### src/hw/sfc_pkg.sv
package sfc_pkg;

  // Frame widths
  localparam int OPC_BITS = 8;
  localparam int ADDR_BITS = 24;
  localparam int BYTE_BITS = 8;
  localparam int HDR_BYTES = 4;

  // Address split, long (528-byte) pages
  localparam int LONG_PAGE_LSB = 10;
  localparam int LONG_ADDR_BITS = 22;
  // Address split, default (512-byte) pages
  localparam int SHORT_PAGE_LSB = 9;
  localparam int SHORT_ADDR_BITS = 21;
  localparam int PAGE_BITS = 12;
  // Sector number is the top of the page number
  localparam int SECT_LSB = 8;

  // Pin synchroniser slots
  localparam int PIN_CS = 0;
  localparam int PIN_SCK = 1;
  localparam int PIN_SI = 2;
  localparam int PIN_WP = 3;
  localparam int PIN_RST = 4;
  localparam int PIN_N = 5;

  // Reset values
  localparam logic [7:0] RST_BYTE = 8'h00;
  localparam logic [4:0] RST_CNT = 5'h00;

  // Read opcodes aimed at the main array
  localparam logic [7:0] OP_RD_LEGACY = 8'hE8;
  localparam logic [7:0] OP_RD_FAST2 = 8'h1B;
  localparam logic [7:0] OP_RD_FAST1 = 8'h0B;
  localparam logic [7:0] OP_RD_SLOW = 8'h03;
  // Buffer reads, programs and erases
  localparam logic [7:0] OP_RD_BUF1 = 8'hD1;
  localparam logic [7:0] OP_RD_BUF2 = 8'hD3;
  localparam logic [7:0] OP_PROG_PAGE = 8'h82;
  localparam logic [7:0] OP_PROG_BYTES = 8'h02;
  localparam logic [7:0] OP_ERASE_PAGE = 8'h81;
  localparam logic [7:0] OP_ERASE_BLOCK = 8'h50;
  localparam logic [7:0] OP_ERASE_SECTOR = 8'h7C;
  localparam logic [7:0] OP_ERASE_CHIP = 8'hC7;

  // Command classes reported to the core
  typedef enum logic [2:0] {
    KIND_OTHER = 3'h0,
    KIND_RD_ARRAY = 3'h1,
    KIND_RD_BUF1 = 3'h2,
    KIND_RD_BUF2 = 3'h3,
    KIND_PROG = 3'h4,
    KIND_ERASE = 3'h5,
    KIND_ERASE_CHIP = 3'h6
  } sfc_kind_e;

  function automatic sfc_kind_e classify(input logic [7:0] op);
    sfc_kind_e k;
    k = KIND_OTHER;
    case (op)
      OP_RD_LEGACY, OP_RD_FAST2, OP_RD_FAST1, OP_RD_SLOW: k = KIND_RD_ARRAY;
      OP_RD_BUF1: k = KIND_RD_BUF1;
      OP_RD_BUF2: k = KIND_RD_BUF2;
      OP_PROG_PAGE, OP_PROG_BYTES: k = KIND_PROG;
      OP_ERASE_PAGE, OP_ERASE_BLOCK, OP_ERASE_SECTOR: k = KIND_ERASE;
      OP_ERASE_CHIP: k = KIND_ERASE_CHIP;
      default: k = KIND_OTHER;
    endcase
    return k;
  endfunction

  // Program or erase of any kind
  function automatic logic alters_array(input sfc_kind_e k);
    return (k == KIND_PROG) || (k == KIND_ERASE) || (k == KIND_ERASE_CHIP);
  endfunction

endpackage

### src/hw/sfc_spi_if.sv
`timescale 1ns/100ps
interface sfc_spi_if;
  logic cs_n;
  logic sck;
  logic si;
  logic so;
  logic so_oe;
  logic wp_n;
  logic reset_n;

  modport dev (
    input cs_n,
    input sck,
    input si,
    input wp_n,
    input reset_n,
    output so,
    output so_oe
  );

  modport host (
    output cs_n,
    output sck,
    output si,
    output wp_n,
    output reset_n,
    input so
  );
endinterface

### src/hw/sfc_device.sv
// Operation
// - WP low blocks writes to locked sectors
// - WP low freezes the sector lock map
// - Protected program/erase opcode discarded, no activity
// - Discarded command ends at select rise: idle if busy is low, else waits for busy
// - Reset pin low aborts and forces idle
// - Select fall, then opcode, then address
// - Host clocks opcode and address in while selected
// - Everything shifts most significant bit first
// - Three address bytes, don't-care bits lead
// - Long pages: 12-bit page, 10-bit byte
// - Default pages: bits 20-9 page, 8-0 byte
// - Buffer index 10 bits long, 9 short
// - Page/byte program; chip/sector/block/page erase
// - Reads target array or either buffer
// - Sample on SCK rise, drive on fall
// - Deselected: ignore input, output released
// - Select rise ends; standby waits for busy
`timescale 1ns/100ps
module sfc_device #(
  parameter int NSECT = 16
) (
  // Clock and reset
  input wire logic clock,
  input wire logic nrst,
  // Serial link
  sfc_spi_if.dev spi,
  // Configuration and array core status
  input wire logic page_528,
  input wire logic lock_wr,
  input wire logic [NSECT-1:0] lock_data,
  input wire logic busy,
  input wire logic [7:0] rd_data,
  // Decoded command
  output logic cmd_valid,
  output logic [7:0] cmd_opcode,
  output logic [2:0] cmd_kind,
  output logic [11:0] page_number_bits,
  output logic [9:0] byte_in_page_bits,
  output logic [9:0] buffer_byte_index_long,
  output logic [8:0] buffer_byte_index_short,
  output logic [20:0] linear_array_address,
  // Data stream
  output logic din_valid,
  output logic [7:0] din_data,
  output logic rd_next,
  // Status
  output logic cmd_end,
  output logic cmd_refused,
  output logic abort,
  output logic idle,
  output logic [NSECT-1:0] lock_map
);

  typedef enum logic [5:0] {
    ST_IDLE = 6'b000001,
    ST_OPC = 6'b000010,
    ST_ADDR = 6'b000100,
    ST_DATA = 6'b001000,
    ST_DISCARD = 6'b010000,
    ST_WAIT = 6'b100000
  } sfc_dst_e;

  typedef struct packed {
    logic [sfc_pkg::PIN_N-1:0] s1;
    logic [sfc_pkg::PIN_N-1:0] s2;
    logic sck_d;
    logic cs_d;
    sfc_dst_e st;
    logic [4:0] cnt;
    logic [2:0] ocnt;
    logic [23:0] sh;
    logic [7:0] out;
    logic reading;
    logic so;
    logic so_oe;
    logic cmd_valid;
    logic [7:0] opcode;
    sfc_pkg::sfc_kind_e kind;
    logic [11:0] page;
    logic [9:0] byte_ix;
    logic [9:0] buf_long;
    logic [8:0] buf_short;
    logic [20:0] linear;
    logic din_valid;
    logic [7:0] din;
    logic rd_next;
    logic cmd_end;
    logic refused;
    logic abort;
    logic idle;
    logic [NSECT-1:0] lock;
  } sfc_dev_s;

  sfc_dev_s r;
  sfc_dev_s n;

  logic sck_rise;
  logic sck_fall;
  logic cs_rise;
  logic cs_fall;
  logic wp_low;
  logic [23:0] addr_full;
  logic [11:0] page_dec;
  logic [NSECT-1:0] sect_hit;

  // Edges only look at the second synchroniser stage
  assign sck_rise = r.s2[sfc_pkg::PIN_SCK] & ~r.sck_d;
  assign sck_fall = ~r.s2[sfc_pkg::PIN_SCK] & r.sck_d;
  assign cs_rise = r.s2[sfc_pkg::PIN_CS] & ~r.cs_d;
  assign cs_fall = ~r.s2[sfc_pkg::PIN_CS] & r.cs_d;
  assign wp_low = ~r.s2[sfc_pkg::PIN_WP];
  assign addr_full = {r.sh[22:0], r.s2[sfc_pkg::PIN_SI]};

  // Page field for the sector check, per page size
  assign page_dec = page_528 ?
    addr_full[sfc_pkg::LONG_PAGE_LSB +: sfc_pkg::PAGE_BITS] :
    addr_full[sfc_pkg::SHORT_PAGE_LSB +: sfc_pkg::PAGE_BITS];

  // One-hot sector select; chip erase touches every sector
  always_comb
  begin
    sect_hit = '0;
    if (r.kind == sfc_pkg::KIND_ERASE_CHIP)
    begin
      sect_hit = '1;
    end
    else
    begin
      sect_hit[page_dec[11:sfc_pkg::SECT_LSB]] = 1'b1;
    end
  end

  // Next state
  always_comb
  begin
    n = r;
    n.s1 = {spi.reset_n, spi.wp_n, spi.si, spi.sck, spi.cs_n};
    n.s2 = r.s1;
    n.sck_d = r.s2[sfc_pkg::PIN_SCK];
    n.cs_d = r.s2[sfc_pkg::PIN_CS];
    n.cmd_valid = 1'b0;
    n.din_valid = 1'b0;
    n.rd_next = 1'b0;
    n.cmd_end = 1'b0;
    n.refused = 1'b0;
    n.abort = 1'b0;
    // Lock map writes only while the pin is high
    if (lock_wr && !wp_low)
    begin
      n.lock = lock_data;
    end
    if (!r.s2[sfc_pkg::PIN_RST])
    begin
      // Held here for as long as the pin stays low
      n.st = ST_IDLE;
      n.so_oe = 1'b0;
      n.reading = 1'b0;
      n.abort = (r.st != ST_IDLE);
    end
    else if (cs_rise && r.st != ST_IDLE && r.st != ST_WAIT)
    begin
      // Select rise ends any frame, discarded or not
      n.so_oe = 1'b0;
      n.reading = 1'b0;
      n.cmd_end = 1'b1;
      n.st = busy ? ST_WAIT : ST_IDLE;
    end
    else
    begin
      unique case (r.st)
        ST_IDLE:
        begin
          if (cs_fall)
          begin
            n.st = ST_OPC;
            n.cnt = sfc_pkg::RST_CNT;
          end
        end
        ST_OPC:
        begin
          if (sck_rise)
          begin
            n.sh = {r.sh[22:0], r.s2[sfc_pkg::PIN_SI]};
            n.cnt = r.cnt + 5'h01;
            if (r.cnt == 5'(sfc_pkg::OPC_BITS - 1))
            begin
              n.opcode = {r.sh[6:0], r.s2[sfc_pkg::PIN_SI]};
              n.kind = sfc_pkg::classify(n.opcode);
              n.cnt = sfc_pkg::RST_CNT;
              if (wp_low && sfc_pkg::alters_array(n.kind))
              begin
                n.st = ST_DISCARD;
                n.refused = 1'b1;
              end
              else
              begin
                n.st = ST_ADDR;
              end
            end
          end
        end
        ST_ADDR:
        begin
          if (sck_rise)
          begin
            n.sh = addr_full;
            n.cnt = r.cnt + 5'h01;
            if (r.cnt == 5'(sfc_pkg::ADDR_BITS - 1))
            begin
              n.cnt = sfc_pkg::RST_CNT;
              // Pin may have dropped since the opcode
              if (wp_low && sfc_pkg::alters_array(r.kind) && |(sect_hit & r.lock))
              begin
                n.st = ST_DISCARD;
                n.refused = 1'b1;
              end
              else
              begin
                n.st = ST_DATA;
                n.cmd_valid = 1'b1;
                n.page = page_dec;
                // Leading bits are don't-care, address sits at the bottom
                n.byte_ix = page_528 ? addr_full[9:0] : {1'b0, addr_full[8:0]};
                n.buf_long = addr_full[9:0];
                n.buf_short = addr_full[8:0];
                n.linear = addr_full[sfc_pkg::SHORT_ADDR_BITS-1:0];
                n.reading = (r.kind == sfc_pkg::KIND_RD_ARRAY) ||
                  (r.kind == sfc_pkg::KIND_RD_BUF1) ||
                  (r.kind == sfc_pkg::KIND_RD_BUF2);
                n.out = rd_data;
                n.ocnt = 3'h0;
                n.rd_next = 1'b1;
              end
            end
          end
        end
        ST_DATA:
        begin
          // Incoming data bytes, MSB first
          if (sck_rise)
          begin
            n.din = {r.din[6:0], r.s2[sfc_pkg::PIN_SI]};
            n.cnt = r.cnt + 5'h01;
            if (r.cnt == 5'(sfc_pkg::BYTE_BITS - 1))
            begin
              n.din_valid = 1'b1;
              n.cnt = sfc_pkg::RST_CNT;
            end
          end
          // Outgoing bits change on the falling edge only
          if (sck_fall && r.reading)
          begin
            n.so = r.out[7];
            n.so_oe = 1'b1;
            n.ocnt = r.ocnt + 3'h1;
            if (r.ocnt == 3'h7)
            begin
              n.out = rd_data;
              n.rd_next = 1'b1;
            end
            else
            begin
              n.out = {r.out[6:0], 1'b0};
            end
          end
        end
        ST_DISCARD:
        begin
          // Nothing reaches the core; wait for select rise
          n.st = ST_DISCARD;
        end
        ST_WAIT:
        begin
          if (!busy)
          begin
            n.st = ST_IDLE;
          end
        end
      endcase
    end
    n.idle = (n.st == ST_IDLE);
  end

  // State register
  always_ff @(posedge clock or negedge nrst)
  begin
    if (!nrst)
    begin
      // Pin stages start at idle levels (clock and data low) so no false edge follows reset
      r <= '{s1: 5'h19, s2: 5'h19, sck_d: 1'b0, cs_d: 1'b1, st: ST_IDLE,
        cnt: sfc_pkg::RST_CNT, ocnt: 3'h0, sh: 24'h000000,
        out: sfc_pkg::RST_BYTE, reading: 1'b0, so: 1'b0, so_oe: 1'b0,
        cmd_valid: 1'b0, opcode: sfc_pkg::RST_BYTE, kind: sfc_pkg::KIND_OTHER,
        page: 12'h000, byte_ix: 10'h000, buf_long: 10'h000, buf_short: 9'h000,
        linear: 21'h000000, din_valid: 1'b0, din: sfc_pkg::RST_BYTE,
        rd_next: 1'b0, cmd_end: 1'b0, refused: 1'b0, abort: 1'b0, idle: 1'b1,
        lock: '0};
    end
    else
    begin
      r <= n;
    end
  end

  // Outputs straight from the state register
  assign spi.so = r.so;
  assign spi.so_oe = r.so_oe;
  assign cmd_valid = r.cmd_valid;
  assign cmd_opcode = r.opcode;
  assign cmd_kind = r.kind;
  assign page_number_bits = r.page;
  assign byte_in_page_bits = r.byte_ix;
  assign buffer_byte_index_long = r.buf_long;
  assign buffer_byte_index_short = r.buf_short;
  assign linear_array_address = r.linear;
  assign din_valid = r.din_valid;
  assign din_data = r.din;
  assign rd_next = r.rd_next;
  assign cmd_end = r.cmd_end;
  assign cmd_refused = r.refused;
  assign abort = r.abort;
  assign idle = r.idle;
  assign lock_map = r.lock;

endmodule

### src/flat_wrapper.sv
// flat-port wrapper written by rule: the top's interface ports become plain ports
module sfc_device_flat 
#(
  parameter int NSECT = 16
)
  (clock, nrst, page_528, lock_wr, lock_data, busy, rd_data, cmd_valid, cmd_opcode, cmd_kind, page_number_bits, byte_in_page_bits, buffer_byte_index_long, buffer_byte_index_short, linear_array_address, din_valid, din_data, rd_next, cmd_end, cmd_refused, abort, idle, lock_map, spi_cs_n, spi_sck, spi_si, spi_wp_n, spi_reset_n, spi_so, spi_so_oe);
  sfc_spi_if spi_i ();
  input wire logic clock;
  input wire logic nrst;
  input wire logic page_528;
  input wire logic lock_wr;
  input wire logic [NSECT-1:0] lock_data;
  input wire logic busy;
  input wire logic [7:0] rd_data;
  output logic cmd_valid;
  output logic [7:0] cmd_opcode;
  output logic [2:0] cmd_kind;
  output logic [11:0] page_number_bits;
  output logic [9:0] byte_in_page_bits;
  output logic [9:0] buffer_byte_index_long;
  output logic [8:0] buffer_byte_index_short;
  output logic [20:0] linear_array_address;
  output logic din_valid;
  output logic [7:0] din_data;
  output logic rd_next;
  output logic cmd_end;
  output logic cmd_refused;
  output logic abort;
  output logic idle;
  output logic [NSECT-1:0] lock_map;
  input wire logic [$bits(spi_i.cs_n)-1:0] spi_cs_n;
  input wire logic [$bits(spi_i.sck)-1:0] spi_sck;
  input wire logic [$bits(spi_i.si)-1:0] spi_si;
  input wire logic [$bits(spi_i.wp_n)-1:0] spi_wp_n;
  input wire logic [$bits(spi_i.reset_n)-1:0] spi_reset_n;
  output wire logic [$bits(spi_i.so)-1:0] spi_so;
  output wire logic [$bits(spi_i.so_oe)-1:0] spi_so_oe;
  assign spi_i.cs_n = spi_cs_n;
  assign spi_i.sck = spi_sck;
  assign spi_i.si = spi_si;
  assign spi_i.wp_n = spi_wp_n;
  assign spi_i.reset_n = spi_reset_n;
  assign spi_so = spi_i.so;
  assign spi_so_oe = spi_i.so_oe;
  sfc_device #(.NSECT(NSECT)) u_core (.clock(clock), .nrst(nrst), .spi(spi_i), .page_528(page_528), .lock_wr(lock_wr), .lock_data(lock_data), .busy(busy), .rd_data(rd_data), .cmd_valid(cmd_valid), .cmd_opcode(cmd_opcode), .cmd_kind(cmd_kind), .page_number_bits(page_number_bits), .byte_in_page_bits(byte_in_page_bits), .buffer_byte_index_long(buffer_byte_index_long), .buffer_byte_index_short(buffer_byte_index_short), .linear_array_address(linear_array_address), .din_valid(din_valid), .din_data(din_data), .rd_next(rd_next), .cmd_end(cmd_end), .cmd_refused(cmd_refused), .abort(abort), .idle(idle), .lock_map(lock_map));
endmodule
### config.mk
export PLATFORM = sky130hd
export DESIGN_NAME = sfc_device_flat
export DESIGN_NICKNAME = d
export VERILOG_FILES = /design/src/hw/sfc_pkg.sv /design/src/hw/sfc_spi_if.sv /design/src/hw/sfc_device.sv /design/src/flat_wrapper.sv
export SDC_FILE = /design/constraint.sdc
export NUM_CORES = 1
export LEC_CHECK = 0
export BUFFER_PORTS_ARGS = -buffer_cell sky130_fd_sc_hd__buf_2
export CORE_MARGIN = 5
export CORE_UTILIZATION = 57
export CTS_BUF_LIST = sky130_fd_sc_hd__clkbuf_8
export CTS_CLUSTER_SIZE = 24
export DETAILED_ROUTE_END_ITERATION = 10
export PLACE_DENSITY = 0.92
export SYNTH_ARGS = -nofsm -noshare
export SYNTH_HDL_FRONTEND = slang
export SYNTH_SLANG_ARGS = --single-unit
### constraint.sdc
create_clock -name clock -period 3.6 [get_ports clock]
set_clock_uncertainty 0.05 [all_clocks]
set_input_delay 0.54 -clock clock [delete_from_list [all_inputs] [get_ports clock]]
set_output_delay 0.54 -clock clock [all_outputs]
set_load 0.05 [all_outputs]
Word level (Yosys, flattened, before mapping)
Index checks and enable logic that the tools add are counted.
{ "word_totals": {"register_bits": 164, "elab_cells": 192, "input_bits": 34, "out_inout_bits": 106} }
{ "classes": {"n_addsub": 2, "n_mux": 72, "n_bitwise": 12, "reduce_logical": 30, "order_cmp": 2, "eq_ne": 46} }
{ "ops": {"columns": ["cell", "n"], "rows": [
  ["$mux 62", 4],
  ["$mux 86", 1],
  ["$mux 84", 1],
  ["$mux 11", 6],
  ["$eq 8x8->1 const B", 6],
  ["$mux 47", 1],
  ["$pmux 23 s2", 1],
  ["$mux 9", 4],
  ["$pmux 6 s5", 1],
  ["$mux 1", 24],
  ["$mux 6", 4],
  ["$mux 23", 1],
  ["$eq 3x3->1 const B", 7],
  ["$mux 3", 7],
  ["$mux 5", 4],
  ["$pmux 5 s4", 1],
  ["$ne 3x3->1 const B", 6],
  ["$pmux 3 s6", 1],
  ["$and 16x16->16", 1],
  ["$eq 8x2->1 const B", 2],
  ["$eq 8x7->1 const B", 2],
  ["$mux 16", 1],
  ["$mux 8", 2],
  ["$pmux 8 s2", 1],
  ["41 further kinds", 75]
]} }

Longest topological paths before layout
Gate-level depths: netlist (run 1).
{ "depth": {"word_depth": 19, "mapped_depth": 11} }

Least setup slack after synthesis (run 1)
No wires, ideal clock.
{ "synth_timing": {"path_type": "in2reg", "start": "in page_528", "end": "reg u_core.r[109] (netlist bit)", "setup_time_ps": 125, "required_ps": 3425, "arrival_time_ps": 2338, "slack_ps": 1088, "cell_stages": 9, "cell_sequence": "buf_4 nand2_1 o22ai_1 a32oi_1 nand2_1 or4_1 a21oi_2 buf_6 mux2_2"} }
{ "synth_via": {"elab_chain_len": 11} }
{ "synth_lines": {"columns": ["element", "line_no", "rtl"], "rows": [
  ["start: declaration", "flat_wrapper.sv:10", "input wire logic page_528;"],
  ["$mux 12 *", "sfc_device.sv:116", "assign page_dec = page_528 ?"],
  ["$lt 4x5->1 (implied by the code) / $ge 4x1->1 (equally long branches)", "sfc_device.sv:130", "sect_hit[page_dec[11:sfc_pkg::SECT_LSB]] = 1'b1;"],
  ["$logic_and 1x1->1 (implied by the code)", "sfc_device.sv:130", null],
  ["$mux 1 (implied by the code)", "sfc_device.sv:130", null],
  ["$demux 1 s4 *", null, null],
  ["$mux 16 *", "sfc_device.sv:124", "if (r.kind == sfc_pkg::KIND_ERASE_CHIP)"],
  ["$and 16x16->16 *", "sfc_device.sv:213", "if (wp_low && sfc_pkg::alters_array(r.kind) && |(sect_hit & r.lock))"],
  ["$reduce_or 16->1 *", "sfc_device.sv:213", null],
  ["$logic_and 1x1->1 *", "sfc_device.sv:213", null],
  ["$ne 2x2->1 (no line) *", null, null],
  ["$reduce_and 7->1 (no line) *", null, null],
  ["end signal: assignment", "sfc_device.sv:291", "r <= '{s1: 5'h19, s2: 5'h19, sck_d: 1'b0, cs_d: 1'b1, st: ST_IDLE,"],
  ["end signal: assignment", "sfc_device.sv:302", "r <= n;"],
  ["end: declaration", "sfc_device.sv:95", "sfc_dev_s r;"]
]} }
Every way passes the cells marked *; elsewhere a longest branch is shown, timed or not.
A chain may end at the register's enable or synchronous reset.

==> qor.yml, run 1 <==
status:
  status: "complete, no violations"
critical_path:
  r2r_end: "u_core.idle$_DFF_PN1_"
  worstSetupStartpointType: "register"
  reg2regPathDepth: 6
  worstSetupPathType: "reg2reg"
  path_max_fanout: 36
  timing.rr.start: "u_core.addr_full[17]$_DFFE_PN0P_"
  worst_ep_required_time_ns: 3.87
  cp-startpoint: "u_core.addr_full[17]$_DFFE_PN0P_"
  cp_cell_sequence: "mux2i_1 > mux4_2 > nor3_1 > o41a_2 > nand4_1 > nor4_1"
  ff2ff_setup_slack_ns: 0.53
  cp-end-kind: "register"
  max_stage_delay_ns: 0.77
  slowest_stage: "o41a_2"
  critical_path_arrival_ns: 3.34
global_routing:
  met3_usage: 0.0496
  grt_pass1_vias: 4770
  grt.overflow.total: 0
  grt_use_met1: 0.254
  grt_max_degree: 79
  grt-busiest-layer: "met2"
  use_met2: 0.344
  track_usage: 0.207
  antenna_found_initial: 0
  grt_first_pass_wirelength_um: 24000
timing:
  tightestPinTransition_ns: 0.844
  tns_ns: 0
  maxSlewViolCount: 0
  worst_slack_ns: 0.534
  clock.fmax_mhz: 326
  hold_viol_final: 0
  fin_crit_sh: 0.852
  setup_violations: 0
  period_minus_slack_ns: 3.07
  relSlewSlack: 0.437
  rsz0062_at_grt: "no"
synthesis:
  synth_area_leaders: "dfrtp_1 (45%), mux2_2 (13%), buf_4 (11%)"
  synth_largest_area_cell: "dfrtp_1"
  synth_most_common_cell: "dfrtp_1"
  netlist_instances: 618
  synthesis.area_sq_um: 6940
  ys_seq_elements: 134
  synth_nets: 655
  synth_common_cells: "dfrtp_1 (125), buf_4 (100), mux2_2 (80), nand2_1 (59), mux2i_1 (25)"
  async_reset_ff_frac: 1.00
  synth-main-ff-cell: "dfrtp_1"
  synth_edf_count: 0
  postSynthAreaPerCell_sq_um: 11.2
  yosysTopAreaCellShare: 0.451
  synthDistinctLibCells: 68
  synth-seq-area-share: 0.485
  yosys_warnings: 0
finish:
  final-seq-area_sq_um: 3360
  fillerInstances: 902
  stdcell_count: 812
  nets: 689
  syn_to_final_growth_pct: 5.98
  multi_input_area_sq_um: 2640
  drive_gt1_frac: 0.415
  fin_area_sq_um: 7360
  diodes: 0
  fin_util: 0.615
floorplan:
  num_io_pins: 140
  die-area_sq_um: 14500
  die_width_um: 120
  die_h_um: 120
  coreArea_sq_um: 12000
  start_util: 0.580
  fp-row-count: 40
detailed_routing:
  drc: 0
  drt_wl_total_um: 14500
  route.vias.total: 4713
  viasPerCell: 5.80
  wl_per_cell_um: 17.9
  drt-initial-drc-count: 415
  final_antenna_net_count: 0
  dr.pass1.iters: 8
pwr:
  worst_ir_drop_vdd_v: 0.000234
  leakage_nw: 3.77
  powerDensity_nw_per_um2: 463
cts:
  clkSinkCount: 134
  cts-resized-gates: 0
  clk_latency_ns: 0.44
  post_cts_buffers: 0
  cts_tree: "built"
  clkTransAtPathRegs_ns: 0.08
  numCtsBuffers: 17
  clk_path_buf_depth: 2
  cts_hold_repair.buffers: 0
  htreeDepth: 4
  clockRootBuffer: "clkbuf_8"
placement:
  gp_congestion: 0.924
  dp.cells: 780
  placed_cell_area_sq_um: 6970
  io_buffers: 139
  dpl.hpwl_um: 10300
  dp_worst_setup_slack_ns: 0.451
min_path:
  hold_path.class: "in2async"
job:
  max-cap-violations: 0
-- worst max-delay path, delay by kind of cell (launching register included) --
family,cells,cell delay [ns]
AND/OR/NAND/NOR,3,0.80
AO/OA/AOI/OAI,1,0.77
flip-flops,1,0.69
multiplexers,2,0.63
-- state kept, by name (all words and copies together) (netlist names), 3 cells and up --
signal	flops
u_core.addr_full	22
u_core.cmd_kind	3
u_core.cmd_opcode	8
u_core.din_data	8
u_core.linear_array_address	21
u_core.lock_map	16
u_core.n	7
u_core.page_number_bits	12
u_core.r	27
-- area by class of cell --
class | instances | area share
flip-flops and latches | 134 | 0.457
multi-input cells | 346 | 0.358
repair buffers | 144 | 0.102
clock buffers | 20 | 0.0374
well taps | 147 | 0.0250
clock inverters | 12 | 0.0151
inverters | 9 | 0.00459
-- how the worst max path moves through the flow --
stage                                     end  slack [ns]  cells past startpoint
global route            u_core.idle$_DFF_PN1_        0.32                      6
finish                  u_core.idle$_DFF_PN1_        0.53                      6
CTS                     u_core.idle$_DFF_PN1_        0.52                      6
global placement        u_core.idle$_DFF_PN1_        0.59                      9
floorplan           u_core.r[109]$_DFFE_PN0P_        1.09                      9
detailed placement      u_core.idle$_DFF_PN1_        0.45                      9
-- report_power, final --
group	switching, mW	leakage, nW	internal [mW]
sequential	0.0839	1.78	1.58
clock	0.552	0.208	0.656
combinational	0.355	1.78	0.181
total	0.991	3.77	2.41
-- cell families (layout without fill, tap and decap cells) --
group,count (synthesis),after routing,synth area share
DFF,134,134,0.485
AOI/OAI and AO/OA,80,80,0.0797
adders and majority gates,3,3,0.00541
muxes,112,112,0.179
buffers and inverters,138,185,0.136
xor gates and xnor gates,1,1,0.00126
and+or+nand+nor,150,150,0.114
-- metal layers --
layer  wire (um)  vias to the layer above
li1            -                     2159
met4         402                        0
met3         823                       37
met5           0                        -
met2        7560                      204
met1        5740                     2313
-- placed cells by master, fill, tap and decap left out, drive strengths merged, types with 6 or more instances in the layout --
| cell type | Yosys | final |
|---|---|---|
| buf | 115 | 144 |
| dfrtp | 125 | 125 |
| mux2 | 86 | 86 |
| nand2 | 59 | 59 |
| o21ai | 26 | 26 |
| mux2i | 25 | 25 |
| clkbuf | 14 | 20 |
| nor2 | 14 | 14 |
| inv | 9 | 12 |
| nand3 | 11 | 11 |
| nor3 | 11 | 11 |
| nor4 | 11 | 11 |
| dfstp | 9 | 9 |
| a21oi | 9 | 9 |
| nor2b | 8 | 8 |
| a22o | 7 | 7 |
| nand2b | 6 | 6 |
| o22ai | 6 | 6 |
-- through the flow --
stage,hold WS (ns),power [mW]
6_report,0.00356,3.41
2_1_floorplan,0.194,2.10
5_1_grt,0.0244,3.56
3_5_place_dp,0.286,2.22
4_1_cts,0.00543,3.43
3_3_place_gp,0.284,2.20
(Power assumes the default switching activity.)
==> inputs of run 2 (changes only) <==
CORE_ASPECT_RATIO = 1.75   (was default)
PLACE_DENSITY = default   (was 0.92)
PLACE_DENSITY_LB_ADDON = 0.12   (was default)
==> qor.yml, run 2 (synthesis gave the netlist of run 1 again) <==
cts:
  cts_tree: "built"  # unchanged
  clockRootBuffer: "clkbuf_8"  # unchanged
  numCtsBuffers: 17  # unchanged
  cts_hold_repair.buffers: 0  # unchanged
  htreeDepth: 4  # unchanged
  cts-resized-gates: 0  # unchanged
  clk_path_buf_depth: 2  # unchanged
  post_cts_buffers: 0  # unchanged
  clk_latency_ns: 0.44  # about the same
  clkTransAtPathRegs_ns: 0.07  # was 0.08 ns
  clkSinkCount: 134  # unchanged
detailed_routing:
  drt-initial-drc-count: 163  # was 415
  wl_per_cell_um: 16.5  # was 17.9 um
  drc: 0  # unchanged
  dr.pass1.iters: 4  # was 8
  drt_wl_total_um: 13700  # was 14,500 um
  route.vias.total: 4604  # was 4,713
  final_antenna_net_count: 0  # unchanged
  viasPerCell: 5.53  # was 5.80
finish:
  fin_util: 0.615  # about the same
  fin_area_sq_um: 7380  # was 7360 sq um
  nets: 692  # was 689
  stdcell_count: 833  # was 812
  drive_gt1_frac: 0.415  # about the same
  diodes: 0  # unchanged
  fillerInstances: 1039  # was 902
  final_common_cell: "buf_2"  # unchanged
  top_register: "u_core.r"  # unchanged
  largest_reg_flops: 27  # unchanged
  layout_common_cells: "buf_2 (138), dfrtp_1 (125), mux2_2 (80)"  # unchanged
  syn_to_final_growth_pct: 6.36  # was 5.98%
floorplan:
  fp-row-count: 53  # was 40
  start_util: 0.578  # was 0.580
  die_width_um: 93.4  # was 120 um
  num_io_pins: 140  # unchanged
  die-area_sq_um: 14600  # was 14,500 sq um
  coreArea_sq_um: 12000  # about the same
  die_h_um: 156  # was 120 um
timing:
  worst_slack_ns: 0.563  # was 0.534 ns
  relSlewSlack: 0.359  # was 0.437
  maxSlewViolCount: 0  # unchanged
  clock.fmax_mhz: 329  # was 326 MHz
  period_minus_slack_ns: 3.04  # was 3.07 ns
  tns_ns: 0  # unchanged
  hold_slack_ns: 0.150  # was 0.00356 ns
  rsz0062_at_grt: "no"  # unchanged
  tightestPinTransition_ns: 0.962  # was 0.844 ns
  hold_viol_final: 0  # unchanged
  fin_crit_sh: 0.844  # was 0.852
  setup_violations: 0  # unchanged
placement:
  io_buffers: 139  # unchanged
  placed_cell_area_sq_um: 7000  # was 6970 sq um
  gp_congestion: 0.861  # was 0.924
  dpl.hpwl_um: 9960  # was 10,300 um
  dp_worst_setup_slack_ns: 0.490  # was 0.451 ns
  dp.cells: 801  # was 780
critical_path:
  reg2regPathDepth: 7  # was 6
  path_max_fanout: 17  # was 36
  critical_path_arrival_ns: 3.30  # was 3.34 ns
  worstSetupPathType: "reg2reg"  # unchanged
  max_stage_delay_ns: 0.70  # was 0.77 ns
  slowest_stage: "dfrtp_1"  # was o41a_2
  r2r_end: "u_core.r[114]$_DFFE_PN0P_"  # was u_core.idle$_DFF_PN1_
  timing.rr.start: "u_core.addr_full[18]$_DFFE_PN0P_"  # was u_core.addr_full[17]$_DFFE_PN0P_
  worst_ep_required_time_ns: 3.86  # was 3.87 ns
  cp-end-kind: "register"  # unchanged
  ff2ff_setup_slack_ns: 0.56  # was 0.53 ns
  worstSetupStartpointType: "register"  # unchanged
  cp_cell_sequence: "mux2i_1 > o32ai_1 > o21ai_0 > o2111ai_1 > or4_1 > a21oi_2 > mux2_2"  # was mux2i_1 > mux4_2 > nor3_1 > o41a_2 > nand4_1 > nor4_1
pwr:
  p_total_mw: 3.37  # was 3.41 mW
  powerDensity_nw_per_um2: 457  # was 463 nW/um^2
  leakage_nw: 3.78  # was 3.77 nW
  worst_ir_drop_vdd_v: 0.000360  # was 0.000234 V
global_routing:
  grt_first_pass_wirelength_um: 23000  # was 24,000 um
  grt_max_degree: 108  # was 79
  grt_pass1_vias: 4747  # was 4,770
  grt.overflow.total: 0  # unchanged
  antenna_found_initial: 0  # unchanged
  track_usage: 0.198  # was 0.207
min_path:
  hold_path.class: "in2async"  # unchanged
status:
  status: "complete, no violations"  # unchanged
job:
  max-cap-violations: 0  # unchanged
## run 2: cell type report
| cell class | count | area (sq um) | share of cell area |
|---|---|---|---|
| clock buffer | 19 | 262 | 0.0354 |
| clock inverter | 13 | 119 | 0.0161 |
| multi-input combinational | 346 | 2640 | 0.357 |
| tap | 165 | 206 | 0.0280 |
| inverter | 9 | 33.8 | 0.00458 |
| timing repair buffer | 147 | 762 | 0.103 |
| sequential | 134 | 3360 | 0.456 |
## run 2: critical path, delay by kind of cell (launching register included)
| family | cells | cell delay [ns] |
|---|---|---|
| simple gates | 1 | 0.51 |
| compound gates | 4 | 0.98 |
| flops | 1 | 0.70 |
| mux | 2 | 0.66 |
## run 2: worst max-delay path by stage
stage,start,end,slack [ns]
3_5_place_dp,page_528,u_core.r[141]$_DFFE_PN0P_,0.49
3_3_place_gp,page_528,u_core.r[109]$_DFFE_PN0P_,0.55
5_1_grt,u_core.addr_full[18]$_DFFE_PN0P_,u_core.r[140]$_DFFE_PN0P_,0.35
2_1_floorplan,page_528,u_core.r[109]$_DFFE_PN0P_,1.09
6_report,u_core.addr_full[18]$_DFFE_PN0P_,u_core.r[114]$_DFFE_PN0P_,0.56
4_1_cts,u_core.addr_full[18]$_DFFE_PN0P_,u_core.r[141]$_DFFE_PN0P_,0.55
## run 2: report_power, final
group,switching [mW],internal (mW)
Combinational,0.348,0.180
Clock,0.548,0.637
Sequential,0.0817,1.58
Total,0.978,2.39
## run 2: layer usage
layer / global-route usage / up-vias / part of all wire
met5: 0 / - / 0
met4: 0.0741 / 0 / 0.020
met3: 0.0439 / 24 / 0.047
met2: 0.357 / 121 / 0.55
met1: 0.224 / 2296 / 0.38
li1: - / 2163 / -
==> inputs of run 3 (changes only) <==
CORE_UTILIZATION = 52   (was 57)
clock period = 2.6 ns   (was 3.6 ns; I/O delays follow)
==> qor.yml, run 3 (synthesis gave the netlist of run 1 again) <==
cts:
  numCtsBuffers: 17  # unchanged
  clk_latency_ns: 0.44  # about the same
  clkTransAtPathRegs_ns: 0.08  # was 0.07 ns
  clkSinkCount: 134  # unchanged
  htreeDepth: 4  # unchanged
  cts_tree: "built"  # unchanged
  clockRootBuffer: "clkbuf_8"  # unchanged
  clk_path_buf_depth: 2  # unchanged
detailed_routing:
  route.vias.total: 4802  # was 4,604
  dr.pass1.iters: 4  # unchanged
  final_antenna_net_count: 0  # unchanged
  viasPerCell: 5.34  # was 5.53
  wl_per_cell_um: 16.5  # about the same
  drc: 0  # unchanged
  drt-initial-drc-count: 156  # was 163
  drt_wl_total_um: 14900  # was 13,700 um
timing:
  maxSlewViolCount: 0  # unchanged
  rsz0062_at_grt: "yes"  # was no
  period_minus_slack_ns: 2.63  # was 3.04 ns
  clock.fmax_mhz: 380  # was 329 MHz
  tightestPinTransition_ns: 0.653  # was 0.962 ns
  fin_crit_sh: 1.01  # was 0.844
  hold_viol_final: 0  # unchanged
  setup_violations: 7  # was 0
  worst_slack_ns: -0.0340  # was 0.563 ns
  relSlewSlack: 0.563  # was 0.359
floorplan:
  start_util: 0.524  # was 0.578
  die_h_um: 163  # was 156 um
  die-area_sq_um: 15900  # was 14,600 sq um
  coreArea_sq_um: 13200  # was 12,000 sq um
  die_width_um: 97.3  # was 93.4 um
  num_io_pins: 140  # unchanged
  fp-row-count: 56  # was 53
critical_path:
  cp-startpoint: "u_core.lock_map[0]$_DFFE_PN0P_"  # was u_core.addr_full[18]$_DFFE_PN0P_
  cp-end-kind: "register"  # unchanged
  reg2regPathDepth: 9  # was 7
  critical_path_arrival_ns: 2.91  # was 3.30 ns
  worst_ep_required_time_ns: 2.87  # was 3.86 ns
  worstSetupPathType: "reg2reg"  # unchanged
  crit_end: "u_core.r[113]$_DFFE_PN0P_"  # was u_core.r[114]$_DFFE_PN0P_
  path_max_fanout: 5  # was 17
  ff2ff_setup_slack_ns: -0.03  # was 0.56 ns
  r2r_end: "u_core.r[113]$_DFFE_PN0P_"  # was u_core.r[114]$_DFFE_PN0P_
  timing.rr.start: "u_core.lock_map[0]$_DFFE_PN0P_"  # was u_core.addr_full[18]$_DFFE_PN0P_
  worstSetupStartpointType: "register"  # unchanged
global_routing:
  grt_pass1_vias: 5172  # was 4,747
  antenna_found_initial: 0  # unchanged
  grt_max_degree: 61  # was 108
  grt_first_pass_wirelength_um: 24800  # was 23,000 um
  grt.overflow.total: 0  # unchanged
  track_usage: 0.193  # was 0.198
finish:
  largest_reg_flops: 27  # unchanged
  nets: 750  # was 692
  drive_gt1_frac: 0.475  # was 0.415
  final_common_cell: "buf_2"  # unchanged
  fin_area_sq_um: 8070  # was 7380 sq um
  top_register: "u_core.r"  # unchanged
  stdcell_count: 900  # was 833
  diodes: 0  # unchanged
  syn_to_final_growth_pct: 16.2  # was 6.36%
  layout_common_cells: "buf_2 (138), dfrtp_1 (121), mux2_2 (73)"  # was buf_2 (138), dfrtp_1 (125), mux2_2 (80)
min_path:
  hold_path.class: "in2reg"  # was in2async
  holdCritStartpoint: "lock_data[6]"
pwr:
  seq_power_share: 0.455  # was 0.492
  p_comb_frac: 0.176  # was 0.156
  worst_ir_drop_vdd_v: 0.000382  # was 0.000360 V
  intPower_mw: 3.50  # was 2.39 mW
  leakage_nw: 4.12  # was 3.78 nW
  switching_share: 0.301  # was 0.290
  power_frac_clock: 0.369  # was 0.351
  p_total_mw: 5.01  # was 3.37 mW
  p_switching_mw: 1.51  # was 0.978 mW
  powerDensity_nw_per_um2: 621  # was 457 nW/um^2
placement:
  dpl.hpwl_um: 10700  # was 9960 um
  placed_cell_area_sq_um: 7370  # was 7000 sq um
  io_buffers: 139  # unchanged
  gp_congestion: 0.818  # was 0.861
  dp.cells: 851  # was 801
status:
  status: "complete, but fails checks"  # was complete, no violations
  violations: "setup timing"
job:
  max-cap-violations: 0  # unchanged
run 3: cell count changes in the layout (fill, tap and decap cells not counted), sizes merged:
| cell | delta |
|---|---|
| buf | +50 |
| bufinv | +1 |
| clkinv | -2 |
| clkinvlp | +1 |
| dlygate4sd3 | +6 |
| inv | +2 |
run 3: power by group through the flow:
stage	Combinational (mW)	Clock [mW]	Sequential, mW
after floorplan	0.567	0	2.35
final	0.880	1.85	2.28
after CTS	0.877	1.91	2.28
after global routing	0.959	2.01	2.29
after global placement	0.856	0	2.31
after detailed placement	0.865	0	2.32
run 3: worst min path at each step:
stage | to | slack (ns) | cells past startpoint
after floorplan | u_core.abort$_DFF_PN0_ | 0.04 | 0
after global placement | u_core.n[154]$_DFF_PN0_ | 0.29 | 0
after detailed placement | u_core.r[158]$_DFF_PN1_ | 0.30 | 0
after CTS | u_core.n[156]$_DFF_PN0_ | 0.01 | 1
after global routing | u_core.lock_map[13]$_DFFE_PN0P_ | 0.09 | 2
final | u_core.lock_map[6]$_DFFE_PN0P_ | 0.13 | 2
run 3: layout make-up:
type,instances,area (sq um)
timing repair buffer,205,1300
multi-input combinational,346,2720
sequential,134,3370
clock inverter,15,191
inverter,9,33.8
tap,174,218
fill,1136,5180
clock buffer,17,234
run 3: through the flow:
step | setup TNS, ns | setup WS, ns | hold slack [ns] | utilization
2_1_floorplan | 0 | 0.127 | 0.0444 | -
3_3_place_gp | -0.394 | -0.0571 | 0.288 | 0.557
3_5_place_dp | -0.724 | -0.114 | 0.298 | 0.557
4_1_cts | 0 | 0.00176 | 0.0105 | 0.600
5_1_grt | -0.888 | -0.112 | 0.0916 | 0.609
6_report | -0.128 | -0.0340 | 0.133 | 0.609
run 3: worst max-delay path: stages, from the launching register on:
cell and delay, ns:
dfrtp_1 0.39, nor4_2 0.28, buf_4 0.15, nand4_1 0.09
a32oi_1 0.20, nand2_1 0.10, or4_4 0.51, a21oi_4 0.26
clkbuf_16 0.19, mux2_4 0.29
run 3: timing repair:
item | in CTS | in global routing
endpoints found under the hold margin | 62 | 1
hold buffers | 5 | 1
setup buffers | 5 | 4
resized for setup | 10 | 15
setup endpoints to repair | 7 | 46
pin swaps | 5 | 7
gates cloned | 1 | 1
run 3: routing by layer:
metal	routed length, um	GRT usage	up-vias
met1	5520	0.202	2360
met5	0	0	-
met3	663	0.0519	24
met2	8330	0.364	125
met4	345	0.0725	0
li1	-	-	2293
